File: src/rscap_pkg.sv
// shared constants and carrier types for the register state capture block
`default_nettype none
package rscap_pkg;
    localparam int unsigned WORD_W            = 32;
    localparam int unsigned ADDR_W            = 8;

    typedef logic [ADDR_W-1:0] rscap_addr_type;
    typedef logic [WORD_W-1:0] rscap_word_type;

    // register byte addresses
    localparam rscap_addr_type OFS_CMD        = 8'h00;
    localparam rscap_addr_type OFS_CTRL       = 8'h04;
    localparam rscap_addr_type OFS_STATUS     = 8'h08;
    localparam rscap_addr_type OFS_RDBK       = 8'h0c;
    localparam rscap_addr_type OFS_INIT_INDEX = 8'h10;
    localparam rscap_addr_type OFS_INIT_DATA  = 8'h14;

    // command codes written to the command register
    localparam logic [3:0] CMD_NULL           = 4'h0;
    localparam logic [3:0] CMD_RDBK_START     = 4'h4;
    localparam logic [3:0] CMD_RESTORE        = 4'ha;
    localparam logic [3:0] CMD_CAPTURE        = 4'hc;
    localparam int unsigned CMD_W             = 4;

    // control register fields
    localparam int unsigned CTRL_SINGLE_CAPTURE_OPTION_BIT  = 0;
    localparam int unsigned CTRL_TCK_SEL_BIT  = 1;
    localparam int unsigned CTRL_W            = 2;
    localparam logic [1:0] CTRL_RESET         = 2'h0;

    // status register fields
    localparam int unsigned STAT_STROBE_BIT   = 0;
    localparam int unsigned STAT_HOLD_BIT     = 1;
    localparam int unsigned STAT_ARMED_BIT    = 2;
    localparam int unsigned STAT_PAD_BIT      = 3;
    localparam int unsigned STAT_DONE_BIT     = 4;

    // strobe length after a capture command, in startup clock cycles
    localparam int unsigned STROBE_CYCLES     = 2;
    localparam int unsigned HOLD_CNT_W        = 2;

    // defaults of the structural parameters
    localparam int unsigned DEF_STATE_BITS    = 64;
    localparam int unsigned DEF_FRAME_WORDS   = 2;

    typedef struct packed {
        rscap_addr_type addr;
        rscap_word_type wdata;
        logic           wr;
        logic           rd;
    } rscap_bus_req_type;

    typedef enum logic [0:0] {
        CAP_IDLE,
        CAP_CMD_HOLD
    } rscap_cap_state_type;
endpackage : rscap_pkg
`default_nettype wire

File: src/rscap_readback.sv
// readback word sequencer: one pad frame, then the capture cells word by word
`default_nettype none
module rscap_readback
#(
    parameter int unsigned STATE_BITS  = rscap_pkg::DEF_STATE_BITS,
    parameter int unsigned FRAME_WORDS = rscap_pkg::DEF_FRAME_WORDS
)
(
    input  wire logic                  ref_clk,
    input  wire logic                  rst_b,
    input  wire logic                  start,
    input  wire logic                  advance,
    input  wire logic [STATE_BITS-1:0] cells,
    output rscap_pkg::rscap_word_type  word,
    output logic                       in_pad,
    output logic                       done
);
    import rscap_pkg::*;

    localparam int unsigned DATA_WORDS = STATE_BITS / WORD_W;
    localparam int unsigned TOTAL      = FRAME_WORDS + DATA_WORDS;
    localparam int unsigned PTR_W      = $clog2(TOTAL + 1);

    logic [PTR_W-1:0] ptr_r;
    logic [PTR_W-1:0] ptr_nxt;
    int unsigned      idx;

    always_comb
    begin
        ptr_nxt = ptr_r;
        if (start)
            ptr_nxt = '0;
        else if (advance && !done)
            ptr_nxt = ptr_r + PTR_W'(1);
    end

    always_ff @(posedge ref_clk or negedge rst_b)
    begin
        if (!rst_b)
            ptr_r <= '0;
        else
            ptr_r <= ptr_nxt;
    end

    // pad words and reads past the end return zero; no header, no crc
    always_comb
    begin
        idx  = 0;
        word = '0;
        if (!in_pad && !done)
        begin
            idx  = int'(ptr_r) - FRAME_WORDS;
            word = cells[idx*WORD_W +: WORD_W]; // see
        end
    end

    assign in_pad = (int'(ptr_r) < FRAME_WORDS);
    assign done   = (int'(ptr_r) >= TOTAL);
endmodule : rscap_readback
`default_nettype wire

File: src/rscap_sync.sv
// two-flop synchroniser for a group of asynchronous pins
`default_nettype none
module rscap_sync
#(
    parameter int unsigned W = 1
)
(
    input  wire logic         ref_clk,
    input  wire logic         rst_b,
    input  wire logic [W-1:0] d,
    output logic      [W-1:0] q
);
    import rscap_pkg::*;

    logic [W-1:0] meta_r;
    logic [W-1:0] meta_nxt;
    logic [W-1:0] q_r;
    logic [W-1:0] q_nxt;

    always_comb
    begin
        meta_nxt = d;
        q_nxt    = meta_r;
    end

    always_ff @(posedge ref_clk or negedge rst_b)
    begin
        if (!rst_b)
        begin
            meta_r <= '0;
            q_r    <= '0;
        end
        else
        begin
            meta_r <= meta_nxt;
            q_r    <= q_nxt;
        end
    end

    assign q = q_r;
endmodule : rscap_sync
`default_nettype wire

File: src/rscap_top.sv
// register state capture: capture strobe, capture cells, restore and readback
//
// Implementation choices: the placing of the registers and the plain strobed port.
`default_nettype none

// Notes on behaviour
// request high at a capture clock rising edge raises the capture strobe.
// controller reads capture data with the normal readback sequence after sampling.
// captured value lands in the cell holding that register's initial state.
// capture command holds the strobe two configuration or test clock cycles.
// request held high captures again on every capture clock rising edge.
// single capture option captures only on the first edge of a request.
// restore loads every register from its cell; command or startup block.
// captured values come out with the normal configuration readback.
// controller locates bits by stream offset, frame address and frame offset.
// cells hold captured state inverted; readers complement the bits.
// readback gives one pad frame then frame data, no headers, no crc.
// single capture re-arms after the request is seen low at an edge.
module rscap_top
#(
    parameter int unsigned STATE_BITS  = rscap_pkg::DEF_STATE_BITS,
    parameter int unsigned FRAME_WORDS = rscap_pkg::DEF_FRAME_WORDS
)
(
    input  wire logic                        ref_clk,
    input  wire logic                        rst_b,
    input  wire rscap_pkg::rscap_bus_req_type bus_req,
    output rscap_pkg::rscap_word_type        rd_data,
    input  wire logic                        capture_clock,
    input  wire logic                        capture_request,
    input  wire logic                        configuration_clock,
    input  wire logic                        test_clock,
    input  wire logic                        startup_restore,
    input  wire logic [STATE_BITS-1:0]       live_state,
    output logic                             capture_strobe,
    output logic                             restore_strobe,
    output logic      [STATE_BITS-1:0]       restore_data
);
    import rscap_pkg::*;

    localparam int unsigned DATA_WORDS = STATE_BITS / WORD_W;
    localparam int unsigned IDX_W      = (DATA_WORDS > 1) ? $clog2(DATA_WORDS) : 1;

    // pin synchronisers: capture clock, request, configuration clock, test clock
    logic [3:0] pins_sync;
    logic       cap_clk_s;
    logic       cap_req_s;
    logic       cfg_clk_s;
    logic       tst_clk_s;

    rscap_sync #(
        .W (4)
    ) u_sync (
        .ref_clk (ref_clk),
        .rst_b   (rst_b),
        .d       ({capture_clock, capture_request, configuration_clock, test_clock}),
        .q       (pins_sync)
    );

    assign cap_clk_s = pins_sync[3];
    assign cap_req_s = pins_sync[2];
    assign cfg_clk_s = pins_sync[1];
    assign tst_clk_s = pins_sync[0];

    // bus decode
    function automatic logic hit(input rscap_addr_type a, input rscap_addr_type ofs);
        hit = (a == ofs);
    endfunction : hit

    logic wr_cmd;
    logic wr_ctrl;
    logic wr_idx;
    logic wr_init;
    logic rd_rdbk;
    logic cmd_capture;
    logic cmd_restore;
    logic cmd_rdbk_start;

    assign wr_cmd         = bus_req.wr && hit(bus_req.addr, OFS_CMD);
    assign wr_ctrl        = bus_req.wr && hit(bus_req.addr, OFS_CTRL);
    assign wr_idx         = bus_req.wr && hit(bus_req.addr, OFS_INIT_INDEX);
    assign wr_init        = bus_req.wr && hit(bus_req.addr, OFS_INIT_DATA);
    assign rd_rdbk        = bus_req.rd && hit(bus_req.addr, OFS_RDBK);
    assign cmd_capture    = wr_cmd && (bus_req.wdata[CMD_W-1:0] == CMD_CAPTURE);
    assign cmd_restore    = wr_cmd && (bus_req.wdata[CMD_W-1:0] == CMD_RESTORE);
    assign cmd_rdbk_start = wr_cmd && (bus_req.wdata[CMD_W-1:0] == CMD_RDBK_START);

    // control and init index registers
    logic [CTRL_W-1:0] ctrl_r;
    logic [CTRL_W-1:0] ctrl_nxt;
    logic [IDX_W-1:0]  init_idx_r;
    logic [IDX_W-1:0]  init_idx_nxt;
    logic              single_capture_option;
    logic              tck_sel;

    always_comb
    begin
        ctrl_nxt     = ctrl_r;
        init_idx_nxt = init_idx_r;
        if (wr_ctrl)
            ctrl_nxt = bus_req.wdata[CTRL_W-1:0];
        if (wr_idx)
            init_idx_nxt = bus_req.wdata[IDX_W-1:0];
    end

    always_ff @(posedge ref_clk or negedge rst_b)
    begin
        if (!rst_b)
        begin
            ctrl_r     <= CTRL_RESET;
            init_idx_r <= '0;
        end
        else
        begin
            ctrl_r     <= ctrl_nxt;
            init_idx_r <= init_idx_nxt;
        end
    end

    assign single_capture_option = ctrl_r[CTRL_SINGLE_CAPTURE_OPTION_BIT];
    assign tck_sel = ctrl_r[CTRL_TCK_SEL_BIT];

    // edge detection on the synchronised clocks
    logic cap_clk_d_r;
    logic cfg_clk_d_r;
    logic tst_clk_d_r;
    logic cap_edge;
    logic start_edge;

    always_ff @(posedge ref_clk or negedge rst_b)
    begin
        if (!rst_b)
        begin
            cap_clk_d_r <= 1'b0;
            cfg_clk_d_r <= 1'b0;
            tst_clk_d_r <= 1'b0;
        end
        else
        begin
            cap_clk_d_r <= cap_clk_s;
            cfg_clk_d_r <= cfg_clk_s;
            tst_clk_d_r <= tst_clk_s;
        end
    end

    assign cap_edge   = cap_clk_s && !cap_clk_d_r;
    // startup clock choice picks which clock paces the command strobe
    assign start_edge = tck_sel ? (tst_clk_s && !tst_clk_d_r)
                                : (cfg_clk_s && !cfg_clk_d_r);

    // user capture path with single capture arming
    logic armed_r;
    logic armed_nxt;
    logic pin_fire;

    // without the single capture option every edge with the request high fires
    assign pin_fire = cap_edge && cap_req_s && (!single_capture_option || armed_r); // see see

    always_comb
    begin
        armed_nxt = armed_r;
        if (cap_edge)
        begin
            if (!cap_req_s)
                armed_nxt = 1'b1;
            else if (single_capture_option)
                armed_nxt = 1'b0;
        end
    end

    always_ff @(posedge ref_clk or negedge rst_b)
    begin
        if (!rst_b)
            armed_r <= 1'b1;
        else
            armed_r <= armed_nxt;
    end

    // command capture: strobe held for a fixed count of startup clock edges
    rscap_cap_state_type       state_r;
    rscap_cap_state_type       state_nxt;
    logic [HOLD_CNT_W-1:0]     hold_cnt_r;
    logic [HOLD_CNT_W-1:0]     hold_cnt_nxt;
    logic                      strobe_r;
    logic                      strobe_nxt;

    always_comb
    begin
        state_nxt    = state_r;
        hold_cnt_nxt = hold_cnt_r;
        unique case (state_r)
            CAP_IDLE:
            begin
                if (cmd_capture)
                begin
                    state_nxt    = CAP_CMD_HOLD;
                    hold_cnt_nxt = '0;
                end
            end
            CAP_CMD_HOLD:
            begin
                if (start_edge)
                begin
                    if (hold_cnt_r == HOLD_CNT_W'(STROBE_CYCLES - 1))
                        state_nxt = CAP_IDLE;
                    else
                        hold_cnt_nxt = hold_cnt_r + HOLD_CNT_W'(1);
                end
            end
        endcase
        strobe_nxt = pin_fire || (state_nxt == CAP_CMD_HOLD); // see
    end

    always_ff @(posedge ref_clk or negedge rst_b)
    begin
        if (!rst_b)
        begin
            state_r    <= CAP_IDLE;
            hold_cnt_r <= '0;
            strobe_r   <= 1'b0;
        end
        else
        begin
            state_r    <= state_nxt;
            hold_cnt_r <= hold_cnt_nxt;
            strobe_r   <= strobe_nxt;
        end
    end

    assign capture_strobe = strobe_r;

    // capture cells: init state and captured state share one inverted cell
    logic [STATE_BITS-1:0] cells_r;
    logic [STATE_BITS-1:0] cells_nxt;

    always_comb
    begin
        cells_nxt = cells_r;
        if (wr_init)
            cells_nxt[init_idx_r*WORD_W +: WORD_W] = ~bus_req.wdata;
        // a capture in the same cycle wins over a configuration word write
        if (strobe_r)
            cells_nxt = ~live_state; // see see
    end

    always_ff @(posedge ref_clk or negedge rst_b)
    begin
        if (!rst_b)
            cells_r <= '1;
        else
            cells_r <= cells_nxt;
    end

    // restore: after a capture this brings back the captured, not configured, state
    logic                  restore_r;
    logic                  restore_nxt;
    logic [STATE_BITS-1:0] restore_data_r;
    logic [STATE_BITS-1:0] restore_data_nxt;

    always_comb
    begin
        restore_nxt      = cmd_restore || startup_restore;
        restore_data_nxt = restore_data_r;
        if (restore_nxt)
            restore_data_nxt = ~cells_r; // see
    end

    always_ff @(posedge ref_clk or negedge rst_b)
    begin
        if (!rst_b)
        begin
            restore_r      <= 1'b0;
            restore_data_r <= '0;
        end
        else
        begin
            restore_r      <= restore_nxt;
            restore_data_r <= restore_data_nxt;
        end
    end

    assign restore_strobe = restore_r;
    assign restore_data   = restore_data_r;

    // readback stream; controller finds captured bits by offset
    rscap_word_type rb_word;
    logic           rb_pad;
    logic           rb_done;

    rscap_readback #(
        .STATE_BITS  (STATE_BITS),
        .FRAME_WORDS (FRAME_WORDS)
    ) u_readback (
        .ref_clk (ref_clk),
        .rst_b   (rst_b),
        .start   (cmd_rdbk_start),
        .advance (rd_rdbk),
        .cells   (cells_r),
        .word    (rb_word),
        .in_pad  (rb_pad),
        .done    (rb_done)
    );

    // read data, valid only in the cycle after the read strobe
    rscap_word_type rd_data_r;
    rscap_word_type rd_data_nxt;
    rscap_word_type status;

    always_comb
    begin
        status                  = '0;
        status[STAT_STROBE_BIT] = strobe_r;
        status[STAT_HOLD_BIT]   = (state_r == CAP_CMD_HOLD);
        status[STAT_ARMED_BIT]  = armed_r;
        status[STAT_PAD_BIT]    = rb_pad;
        status[STAT_DONE_BIT]   = rb_done;
        rd_data_nxt             = '0;
        if (bus_req.rd)
        begin
            if (hit(bus_req.addr, OFS_CTRL))
                rd_data_nxt = WORD_W'(ctrl_r);
            else if (hit(bus_req.addr, OFS_STATUS))
                rd_data_nxt = status;
            else if (hit(bus_req.addr, OFS_RDBK))
                rd_data_nxt = rb_word;
            else if (hit(bus_req.addr, OFS_INIT_INDEX))
                rd_data_nxt = WORD_W'(init_idx_r);
        end
    end

    always_ff @(posedge ref_clk or negedge rst_b)
    begin
        if (!rst_b)
            rd_data_r <= '0;
        else
            rd_data_r <= rd_data_nxt;
    end

    assign rd_data = rd_data_r;
endmodule : rscap_top
`default_nettype wire

File: config.mk
export PLATFORM = sky130hd
export DESIGN_NAME = rscap_top
export DESIGN_NICKNAME = d
export VERILOG_FILES = /design/src/rscap_pkg.sv /design/src/rscap_readback.sv /design/src/rscap_sync.sv /design/src/rscap_top.sv
export SDC_FILE = /design/constraint.sdc
export NUM_CORES = 1
export LEC_CHECK = 0
export ABC_AREA = 1
export ABC_CLOCK_PERIOD_IN_PS = 1370
export BUFFER_PORTS_ARGS = -buffer_cell sky130_fd_sc_hd__buf_2
export CAP_MARGIN = 20
export CORE_ASPECT_RATIO = 1.25
export CORE_MARGIN = 8
export CORE_UTILIZATION = 48
export DETAILED_ROUTE_END_ITERATION = 16
export PLACE_DENSITY_LB_ADDON = 0.1
export SYNTH_ARGS = -nofsm -noshare
export SYNTH_HDL_FRONTEND = slang
export SYNTH_SLANG_ARGS = --single-unit
export TNS_END_PERCENT = 5
File: constraint.sdc
create_clock -name ref_clk -period 1.37 [get_ports ref_clk]
set_input_delay 0.274 -clock ref_clk [delete_from_list [all_inputs] [get_ports ref_clk]]
set_output_delay 0.274 -clock ref_clk [all_outputs]
set_load 0.02 [all_outputs]
# Word level (Yosys, flattened, before mapping)
# Index checks and enable logic that the tools add are counted.
totals:
  input_bits: 113
  wordCells: 93
  reg_bits: 183
  output_inout_bits: 98
classes:
  n_bitwise: 4
  reduce_logical: 29
  magnitude_cmp: 2
  eq_ne: 13
  shifts: 3
  muxes: 22
  add_sub_neg: 4
op_table:
  columns: ["cell", "count"]
  rows:
  - ["2-to-1 mux 32 bit", 5]
  - ["2-to-1 mux 64 bit", 2]
  - ["NOT 64 bit", 2]
  - ["bitwise mux 64 bit", 1]
  - ["variable shift 32 x 34 -> 64 bit, first input constant", 1]
  - ["indexed part select 32 x 34 -> 64 bit", 1]
  - ["indexed part select 64 x 33 -> 32 bit", 1]
  - ["negation 6 -> 34 bit", 1]
  - ["NOT 32 bit", 1]
  - ["equality test 8 x 4 -> 1 bit, second input constant", 2]
  - ["equality test 8 x 5 -> 1 bit, second input constant", 2]
  - ["logical AND 1 bit", 15]
  - ["equality test 4 bit, second input constant", 2]
  - ["equality test 8 x 3 -> 1 bit, second input constant", 1]
  - ["zero test 8 bit", 1]
  - ["!= test 2 bit, second input constant", 4]
  - ["2-to-1 mux 1 bit", 7]
  - ["zero test 1 bit", 6]
  - ["2-to-1 mux 2 bit", 3]
  - ["2-to-1 mux 3 bit", 2]
  - ["equality test 4 x 3 -> 1 bit, second input constant", 1]
  - ["case mux 2 bit (2 select lines)", 1]
  - ["nonzero test 2 bit", 2]
  - ["subtractor 3 x 2 -> 4 bit, second input constant", 1]
  - ["other kinds (10)", 12]

# Logic depth before layout (Yosys ltp)
# Gate-level depths: netlist (run 1).
logic_depth:
  depth_word: 8
  ltp_mapped: 10
  mapped_depth_nobuf: 10

# Modules after synthesis
# A second synthesis (run 1) with hierarchy kept.
hier_totals:
  cells_unflattened: 1044
  hier_area_um2: 8660.8
modules_own_cells:
  columns: ["mod", "seq_area_each_um2", "area_per_inst_um2", "n_inst", "cells_per_inst"]
  rows:
  - ["rscap_top", 4385.5, 7657.3, 1, 907]
  - ["rscap_readback", 75.1, 803.3, 1, 129]
  - ["rscap_sync", 200.2, 200.2, 1, 8]

# Least setup slack after synthesis (run 1)
# No wires, ideal clock.
synth_path:
  path_type: "register to register"
  startpoint: "register u_readback.ptr_r[2]"
  endpoint: "register rd_data_r[11], in the netlist rd_data[11]"
  n_path_buf: 1
  setup_time_ns: 0.072
  t_required_ns: 1.298
  synth_period_minus_slack_ns: 1.428
  t_arrival_ns: 1.356
  stages_incl_launch_ff: 10
  setup_slack_ns: -0.058
  cell_sequence: "dfrtp_1 inv_1 ha_1 inv_1 nor2_1 nand2_1 inv_1 nand3_4 buf_2 nor2_1"
synth_between:
  elab_chain_len: 8
  word_cells_on_any_way: 12
  cone_classes: "1 x add/sub; 2 x order compare; 1 x shift; 5 x mux; 3 x reduce/logical"
synth_rtl:
  columns: ["item", "line", "text"]
  rows:
  - ["start: declaration", "rscap_readback.sv:24", "logic [PTR_W-1:0] ptr_r;"]
  - ["start signal: assignment", "rscap_readback.sv:42", "ptr_r <= ptr_nxt;"]
  - ["parallel branches: the longest is 3 deep, another holds subtractor 3 x 2 -> 4 bit", null, null]
  - ["2-to-1 mux 32 bit (*)", "rscap_readback.sv:50", "if (!in_pad && !done)"]
  - ["2-to-1 mux 32 bit (*)", "rscap_top.sv:324", "else if (hit(bus_req.addr, OFS_RDBK))"]
  - ["2-to-1 mux 32 bit (*)", "rscap_top.sv:322", "else if (hit(bus_req.addr, OFS_STATUS))"]
  - ["2-to-1 mux 32 bit (*)", "rscap_top.sv:320", "if (hit(bus_req.addr, OFS_CTRL))"]
  - ["2-to-1 mux 32 bit (*)", "rscap_top.sv:318", "if (bus_req.rd)"]
  - ["net rd_data_nxt[11]", "rscap_top.sv:306", "rscap_word_type rd_data_nxt;"]
  - ["end signal: assignment", "rscap_top.sv:336", "rd_data_r <= rd_data_nxt;"]
  - ["end: declaration", "rscap_top.sv:305", "rscap_word_type rd_data_r;"]
# Mark *: on every way through the listed nets, which the timed path passes.
# A chain may end at the register's enable or synchronous reset.

# Final worst setup path (run 1)
layout_path:
  startpoint: "register u_readback.ptr_r[2]"
  endpoint: "register rd_data_r[17], in the netlist rd_data[17]"
# Same word-level chain as after synthesis.

==> flow_summary_export.csv, run 1 <==
group,metric,value,unit
cts,cts_made_buffers,17,
layout,n_antenna_cell,0,
logic_synthesis,ys_ff_latch,183,
setup_path,worstPathMaxFanout,17,
timing,hold_violations,0,
grt,first_global_vias,7611,
logic_synthesis,syn_avg_cell_area,8.509,um^2
logic_synthesis,yosysWarnings,0,
setup_path,endpoint_kind,"flop",
grt,grt_pass1_wl,38880,um
route,wl_per_cell,16.60,um
layout,final_cell_area,0.01083,mm^2
layout,fill_cells,1606,
timing,tns,-0.7081,ns
logic_synthesis,syn_area,0.008416,mm^2
logic_synthesis,syn_inst,989,
layout,area_delta_synth_final,28.65,%
power,power_density,1863,mW/mm^2
setup_path,worstPathArrival,1.78,ns
timing,rsz0062_at_grt,"yes",
timing,setup_viol,31,
route,via_per_inst,5.093,
timing,relSlewSlack,0.7104,
route,vias,7451,
route,ant_nets,0,
placed_design,gp_congestion,0.8370,
grt,track_usage,0.2251,
setup_path,critPathKind,"flop to flop",
grt,grt_max_degree,47,
hold_path,min_path_type,"input port to flop",
placed_design,portBuffers,210,
layout,utilization,0.6259,
timing,drv_slew,0,
timing,fin_skew,0.01021,ns
route,drc,0,
setup_path,worstSetupStartpointType,"flop",
route,dr.pass1.iters,6,
setup_path,required,1.73,ns
logic_synthesis,synth_ff_type,"dfrtp_1",
placed_design,hpwlAfterDp,17420,um
floorplan,pin_count,211,
timing,worst_slack,-0.04575,ns
power,power_leakage,0.005605,uW
floorplan,dieArea,0.02205,mm^2
cts,clk_pin_slew,0.07,ns
floorplan,core_area,0.01730,mm^2
logic_synthesis,synthesis.nets,1106,
cts,clockRootBuffer,"clkbuf_16",
floorplan,die_y,164.0,um
cts,cts_htree_levels,4,
floorplan,rows,54,
cts,max-clock-path-buffers,2,
logic_synthesis,async_reset_ff_frac,1.000,
grt,grt.overflow.total,0,
timing,min_period_over_period,1.033,
job,drv_cap,0,
layout,final_common_cell,"nand2_1",
status,violations,"setup timing",
logic_synthesis,ys_types,31,
power,irDropWorstVdd,0.8483,mV
timing,tightest_slew,0.4344,ns
cts,cts_num_sinks,183,
floorplan,die_x,134.4,um
logic_synthesis,synth_edf_count,0,
timing,layout_min_cycle_time,1.416,ns
logic_synthesis,ys_seq_area_frac,0.5538,
placed_design,placed_area,0.01002,mm^2
grt,antenna_found_initial,0,
route,routed_wl,24290,um
route,first_iter_violations,509,
timing,max_freq,0.7063,GHz
cts,clk_latency,0.43,ns
status,outcome,"complete, but fails checks",
cts,cts_tree,"done",
layout,drive_gt1_frac,0.3454,
floorplan,floorplan.initialDensity,0.4865,
layout,layout_common_cells,"nand2_1 (296), buf_2 (208), nand3_1 (149)",
layout,nNetsFinal,1343,
cts,cts_setup_buffers,0,
state kept, by name, summed over array words and instances (netlist names):
name              flops
armed_r               1
state_r               1
cfg_clk_d_r           1
init_idx_r            1
restore_data         64
cells_r              64
ctrl_r                2
rd_data              32
restore_strobe        1
capture_strobe        1
tst_clk_d_r           1
u_readback.ptr_r      3
u_sync.q              4
u_sync.meta_r         4
cap_clk_d_r           1
hold_cnt_r            2
path summary, 6_finish.rpt:
path / from / end / slack (ns) / depth (start not counted)
worst max-delay path: u_readback.ptr_r[2] / rd_data[17] / -0.05 / 9
worst max register to register: u_readback.ptr_r[2] / rd_data[17] / -0.05 / 9
worst min register to register: u_sync.meta_r[0] / u_sync.q[0] / 0.35 / 0
max in group asynchronous: rst_b / cells_r[18] / 0.46 / 3
min in group asynchronous: rst_b / restore_data[48] / 0.30 / 2
worst min-delay path: live_state[40] / cells_r[40] / 0.11 / 4
final cells by class:
cell class	instances	area [um^2]	area share
multi-input cells	652	3078	0.2843
inverters	90	337.8	0.03120
clock buffers	20	456.7	0.04218
clock inverters	12	163.9	0.01514
flip-flops and latches	183	4662	0.4306
repair buffers	282	1848	0.1707
well taps	224	280.3	0.02589
kinds of logic after synthesis:
kind of cell / Yosys count / synth area share
and+or+nand+nor: 541 / 0.2700
adders and majority gates: 4 / 0.005947
DFF: 183 / 0.5538
buffers and inverters: 154 / 0.09575
AOI/OAI and AO/OA: 107 / 0.07449
worst max-delay path, stage by stage (launching register included):
cell,delay (ns)
dfrtp_1,0.36
inv_2,0.06
ha_4,0.26
inv_2,0.02
nor2_1,0.07
nand2_1,0.09
inv_2,0.10
nand3_4,0.11
buf_12,0.19
nor2_2,0.09
timing repair:
action	4_1_cts	5_1_grt
hold buffers	5	0
resized for setup	29	15
endpoints found under the hold margin	16	0
pin swaps	0	2
setup endpoints to repair	70	87
synth_stat cells, types with 7 or more instances:
| cell | instances | area share |
|---|---|---|
| nand3_1 | 151 | 0.090 |
| clkbuf_1 | 16 | 0.0071 |
| clkbuf_4 | 7 | 0.0062 |
| a21oi_1 | 30 | 0.018 |
| nor2_1 | 75 | 0.033 |
| buf_2 | 18 | 0.011 |
| dfrtp_1 | 118 | 0.35 |
| o22ai_1 | 64 | 0.048 |
| nand2_1 | 301 | 0.13 |
| buf_4 | 9 | 0.0080 |
| o21ai_0 | 9 | 0.0054 |
| inv_1 | 89 | 0.040 |
| dfstp_2 | 65 | 0.20 |
per-layer routing:
metal | wire (um) | part of all wire | GRT usage
met5 | 0 | 0 | 0
met4 | 359 | 0.015 | 0.06292
met3 | 1432 | 0.059 | 0.05018
met2 | 12290 | 0.51 | 0.3885
met1 | 10210 | 0.42 | 0.2776
through the flow:
stage          power [uW]  hold slack, ns  worst slack [ns]  instances
2_1_floorplan       12770        -0.02159         -0.005584        989
3_3_place_gp        14840          0.2019           -0.1252       1426
3_5_place_dp        14990          0.2038           -0.1652       1426
4_1_cts             20280          0.1038          -0.05036       1463
5_1_grt             21550          0.1223           -0.1800       1463
6_report            20170          0.1121          -0.04575       1463
power by group:
part | internal, uW | switching [uW]
logic | 2300 | 4030
clock network | 2990 | 2130
registers | 7680 | 1040
total | 13000 | 7200
Power figures use the tool's default switching activity.
==> run 2, diff against run 1 <==
- CORE_UTILIZATION: 48 -> 49
- SYNTH_HIERARCHICAL: not set -> 1
==> run 2 against run 1 <==
Compared with the run above:
- the run still ends with setup timing left
- sequential share of layout area shrank 1.7 points
- final area grew 4.2%
- global-route usage grew 1.9 points
- via count grew 6.8%
- clock power shrank 7.4%
- combinational power shrank 4.9%
- fmax shrank 3.2%
- total power shrank 2.5%
- largest cell class unchanged
- highest routed layer unchanged
==> flow_summary_export.csv, run 2 <==
group,metric,value,unit
status,outcome,"complete, but fails checks",
status,violations,"setup timing",
layout,multi_input_area,0.003410,mm^2
layout,final_common_cell,"nand2_1",
setup_path,critPathSlowestCell,"dfrtp_1",
hold_path,hold_start,"live_state[37]",
route,ant_nets,0,
route,via_per_inst,5.210,
timing,worst_slack,-0.09316,ns
setup_path,reg2reg_from,"u_readback/ptr_r[1]",
placed_design,placed_area,0.01035,mm^2
floorplan,die_x,134.9,um
setup_path,endpoint_kind,"flop",
logic_synthesis,syn_avg_cell_area,8.296,um^2
timing,hold_violations,0,
logic_synthesis,async_reset_ff_frac,1.000,
placed_design,hpwlAfterDp,19340,um
logic_synthesis,synth_top_area_frac,0.3409,
timing,tns,-2.033,ns
grt,grt_pass1_wl,42630,um
setup_path,path_delay_family,"buffers and inverters",
timing,relSlewSlack,0.6747,
floorplan,die_y,164.6,um
floorplan,core_area,0.01736,mm^2
timing,setup_viol,32,
layout,utilization,0.6495,
logic_synthesis,syn_area,0.008661,mm^2
route,drc,0,
setup_path,critPathBufInv,3,
logic_synthesis,yosysMostFrequentCell,"nand2_1",
setup_path,required,1.73,ns
setup_path,startpoint,"u_readback/ptr_r[1]",
logic_synthesis,ys_ff_latch,183,
logic_synthesis,syn_inst,1044,
grt,grt_max_degree,58,
setup_path,critPathKind,"flop to flop",
power,irDropWorstVdd,0.9754,mV
setup_path,worstPathMaxFanout,12,
placed_design,portBuffers,210,
logic_synthesis,synth_ff_type,"dfrtp_1",
setup_path,crit_chain,"inv_2, ha_4, nand3_4, buf_4, buf_16, a21oi_1, nand2_1, nor2_1",
layout,fill_cells,1547,
setup_path,worstPathArrival,1.82,ns
cts,clk_pin_slew,0.07,ns
setup_path,slowest_delay,0.38,ns
job,drv_cap,0,
logic_synthesis,ys_types,29,
cts,max-clock-path-buffers,2,
grt,grt.overflow.total,0,
grt,first_global_vias,8152,
cts,cts_num_sinks,183,
cts,cts_made_buffers,17,
layout,final_cell_area,0.01128,mm^2
logic_synthesis,synth_edf_count,0,
power,power_leakage,0.005667,uW
layout,drive_gt1_frac,0.3561,
logic_synthesis,synth_area_leaders,"dfrtp_1 (34%), dfstp_2 (20%), nand2_1 (16%)",
logic_synthesis,yosysWarnings,6,
layout,nNetsFinal,1408,
logic_synthesis,ys_seq_area_frac,0.5381,
route,first_iter_violations,547,
route,wl_per_cell,17.64,um
floorplan,dieArea,0.02221,mm^2
cts,clk_latency,0.43,ns
floorplan,rows,54,
grt,antenna_found_initial,0,
grt,track_usage,0.2442,
power,power_density,1744,mW/mm^2
timing,rsz0062_at_grt,"yes",
cts,cts_htree_levels,4,
timing,drv_slew,0,
cts,clockRootBuffer,"clkbuf_16",
floorplan,pin_count,211,
layout,layout_common_cells,"nand2_1 (368), buf_2 (208), nand3_1 (146)",
layout,regArea,0.004661,mm^2
timing,max_freq,0.6835,GHz
cts,cts_tree,"done",
setup_path,worstSetupStartpointType,"flop",
logic_synthesis,yosys.area.top_type,"dfrtp_1",
floorplan,floorplan.initialDensity,0.4988,
layout,area_delta_synth_final,30.22,%
hold_path,min_path_type,"input port to flop",
route,dr.pass1.iters,5,
logic_synthesis,synthesis.nets,1162,
route,vias,7961,
timing,min_period_over_period,1.068,
route,routed_wl,26950,um
timing,layout_min_cycle_time,1.463,ns
timing,whs,0.1217,ns
placed_design,gp_congestion,0.8855,
logic_synthesis,ys_top_cells_by_count,"nand2_1 (371), nand3_1 (148), dfrtp_1 (118), inv_1 (88), dfstp_2 (65)",
timing,fin_skew,0.009024,ns
timing,tightest_slew,0.4879,ns
run 2: changes by cell type after synthesis, moves of 7 or more:
cell	change
clkbuf_1	+14
buf_6	+14
a21oi_2	+14
clkbuf_4	-7
nand2_2	+8
nand2_1	+70
nor2_1	-29
run 2: area by class of cell:
type / instances / share of cell area
antenna: 1 / 0.0002219
inverter: 89 / 0.03051
clock buffer: 20 / 0.03961
timing repair buffer: 299 / 0.1787
tap: 224 / 0.02485
multi-input combinational: 700 / 0.3023
clock inverter: 12 / 0.01054
sequential: 183 / 0.4132
run 2: layer usage:
layer / vias to the layer above / track usage / wire length, um
met3: 41 / 0.04717 / 1381
li1: 3839 / - / -
met5: - / 0 / 0
met4: 0 / 0.08593 / 644
met1: 3834 / 0.2960 / 11230
met2: 247 / 0.4244 / 13700
run 2: worst min-delay path, cell delays in order:
cell and delay [ns]:
buf_2 0.08, o22ai_1 0.07, nand3_1 0.08, nand2_1 0.05
run 2: through the flow:
stage	cells	total power [uW]	setup slack [ns]
after floorplan	1044	12420	-0.02898
after global placement	1484	14710	-0.2118
after detailed placement	1484	14850	-0.2335
after CTS	1527	19700	-0.07577
after global routing	1527	20890	-0.1861
final	1528	19670	-0.09316
run 2: what timing repair did:
item                       in CTS  in global routing
resized for setup              31                 17
setup buffers                   4                  0
setup endpoints to repair      90                 70
gates cloned                    2                  0
hold endpoints to repair      122                  0
pin swaps                       9                  3
hold buffers                    5                  0
run 2: final timing paths:
| path | slack (ns) | to | depth (start not counted) |
|---|---|---|---|
| min | 0.12 | cells_r[37] | 4 |
| min reg2reg | 0.35 | u_sync/q[1] | 0 |
| max in group asynchronous | 0.56 | cells_r[47] | 3 |
| max | -0.09 | rd_data[23] | 8 |
| min in group asynchronous | 0.39 | restore_data[44] | 3 |
| max reg2reg | -0.09 | rd_data[23] | 8 |
run 2: where the power goes:
group	total [uW]	switching (uW)	internal, uW
Clock	4740	2160	2580
Sequential	8900	1240	7660
Combinational	6020	3800	2220
Total	19700	7200	12500
run 2: logic make-up after synthesis:
kind of cell | count (synthesis) | synth area share
and+or+nand+nor | 587 | 0.2830
DFF | 183 | 0.5381
buffers and inverters | 161 | 0.09289
AOI/OAI and AO/OA | 108 | 0.07874
adders and majority gates | 5 | 0.007223
==> run 3, diff against run 2 <==
- CORE_UTILIZATION: 49 -> 50
- CTS_BUF_LIST: not set -> sky130_fd_sc_hd__clkbuf_2
==> run 3 against run 2 <==
Compared with the run above:
- the run still ends with setup timing left
- final area up 8.1%
- core utilization rose by 5.8 points
- clock power down 38%
- critical path depth is 6 lower
- wire length rose by 5.1%
- worst setup slack got worse by 0.26 ns
- fmax shrank 15%
- clock skew rose by 0.027 ns
- via count is 7.5% higher
- total power fell by 5.6%
- flip-flop and latch count stayed put
- largest power group unchanged
- highest routed layer unchanged
==> flow_summary_export.csv, run 3 (synthesized netlist as in run 2, its figures left out) <==
group,metric,value,unit
route,vias,8557,
timing,setup_viol,191,
layout,fin_cells,1637,
status,violations,"setup timing",
power,switchingPower,7026,uW
grt,first_global_vias,8951,
setup_path,endpoint_kind,"primary output",
timing,fin_skew,0.03649,ns
route,via_per_inst,5.227,
layout,nNetsFinal,1516,
power,comb_power_share,0.361,
timing,max_freq,0.5790,GHz
layout,layout_common_cells,"nand2_1 (366), buf_2 (170), nand3_1 (146)",
layout,fill_cells,1378,
cts,cts_num_sinks,183,
layout,area_delta_synth_final,40.74,%
job,drv_cap,0,
placed_design,portBuffers,210,
setup_path,required,1.10,ns
floorplan,rows,54,
timing,relSlewSlack,0.6822,
floorplan,core_area,0.01723,mm^2
cts,clk_pin_slew,0.26,ns
floorplan,dieArea,0.02181,mm^2
power,power_leakage,0.006065,uW
setup_path,worstPathArrival,1.45,ns
layout,drive_gt1_frac,0.3097,
timing,rsz0062_at_grt,"yes",
setup_path,path_common_cell,"buf_6",
timing,worst_slack,-0.3573,ns
setup_path,path_delay_family,"flip-flops",
placed_design,gp_congestion,0.9011,
power,intPower,11540,uW
power,clkPwrFrac,0.159,
grt,grt_max_degree,46,
timing,min_period_over_period,1.261,
route,drc,0,
timing,drv_slew,0,
setup_path,slowest_delay,0.45,ns
setup_path,critPathKind,"flop to primary output",
status,outcome,"complete, but fails checks",
route,wl_per_cell,17.31,um
timing,whs,0.1434,ns
cts,cts_tree,"done",
placed_design,dp_cells,1478,
grt,grt_pass1_wl,45910,um
floorplan,die_y,163.1,um
setup_path,critPathBufInv,2,
grt,track_usage,0.2640,
layout,utilization,0.7075,
power,swShare,0.3785,
layout,final_common_cell,"nand2_1",
route,first_iter_violations,572,
floorplan,pin_count,211,
timing,hold_violations,0,
floorplan,die_x,133.7,um
timing,layout_min_cycle_time,1.727,ns
placed_design,hpwlAfterDp,18530,um
cts,clk_latency,0.76,ns
hold_path,min_path_type,"input port to flop",
power,p_seq_frac,0.480,
route,dr.pass1.iters,5,
setup_path,crit_chain,"buf_6, buf_6",
power,power_density,1523,mW/mm^2
layout,multi_input_area,0.003268,mm^2
cts,clockRootBuffer,"clkbuf_2",
grt,antenna_found_initial,1,
timing,tightest_slew,0.4768,ns
power,total_power,18560,uW
setup_path,critPathSlowestCell,"dfrtp_1",
route,routed_wl,28330,um
cts,cts_htree_levels,4,
cts,max-clock-path-buffers,2,
route,ant_nets,0,
placed_design,place_worst_setup_slack,-0.2474,ns
floorplan,floorplan.initialDensity,0.5027,
power,irDropWorstVdd,0.7774,mV
setup_path,worstSetupStartpointType,"flop",
setup_path,worstPathMaxFanout,2,
cts,cts_made_buffers,17,
grt,grt.overflow.total,0,
layout,regArea,0.004662,mm^2
-- run 3: cell count changes in the layout (fill, tap and decap cells not counted), sizes merged --
| cell | previous run | this run |
|---|---|---|
| buf | 293 | 294 |
| diode | 1 | 2 |
| clkinvlp | 3 | 1 |
| inv | 92 | 93 |
| clkbuf | 20 | 17 |
| bufbuf | 1 | 0 |
| clkinv | 5 | 7 |
| bufinv | 1 | 3 |
| dlygate4sd3 | 5 | 113 |
-- run 3: power by group through the flow --
stage | clock network (uW) | registers, uW | logic (uW)
after floorplan | 0 | 9330 | 3090
after global placement | 0 | 8910 | 5760
after detailed placement | 0 | 8910 | 5890
after CTS | 3040 | 8870 | 6470
after global routing | 3280 | 9130 | 7420
final | 2960 | 8900 | 6700
-- run 3: area by class of cell --
cell class | instances | share of cell area
clock inverter | 15 | 0.01437
clock buffer | 17 | 0.006980
tap | 224 | 0.02299
multi-input combinational | 700 | 0.2681
antenna | 2 | 0.0004106
inverter | 89 | 0.02823
sequential | 183 | 0.3825
timing repair buffer | 407 | 0.2764
-- run 3: worst register-to-register path, delay by kind of cell, from the launching register on --
family | cells | cell delay (ns)
buffers and inverters | 5 | 0.76
DFF | 1 | 0.45
and+or+nand+nor | 3 | 0.25
AOI/OAI and AO/OA | 1 | 0.14
-- run 3: what timing repair did --
item	4_1_cts	5_1_grt
endpoints found under the hold margin	335	0
hold buffers	114	0
pin swaps	3	0
buffers inserted	5	6
resized for setup	55	38
gates cloned	0	0
endpoints found under the setup margin	194	194
-- run 3: path summary, 6_finish.rpt --
kind                                   from          endpoint  slack (ns)  depth (start not counted)
hold reg to reg            u_sync/meta_r[3]       u_sync/q[3]        0.39                          0
min in group asynchronous             rst_b       cells_r[46]        0.16                          2
hold / removal              capture_request  u_sync/meta_r[2]        0.14                          2
setup / recovery             capture_strobe    capture_strobe       -0.36                          2
max in group asynchronous             rst_b       cells_r[28]        0.94                          3
setup reg to reg             capture_strobe       cells_r[35]       -0.29                          9
-- run 3: metrics by stage --
step / cell area, um^2 / TNS (ns)
after global placement: 10390 / -21.89
final: 12190 / -41.00
after floorplan: 8692 / -1.374
after CTS: 12020 / -40.21
after global routing: 12190 / -61.61
after detailed placement: 10390 / -26.50
-- run 3: per-layer routing --
| layer | GRT usage | part of all wire | up-vias |
|---|---|---|---|
| met5 | 0 | 0 | - |
| met4 | 0.1069 | 0.030 | 0 |
| met3 | 0.05262 | 0.058 | 62 |
| met2 | 0.4511 | 0.50 | 353 |
| met1 | 0.3211 | 0.41 | 4089 |
| li1 | - | - | 4053 |
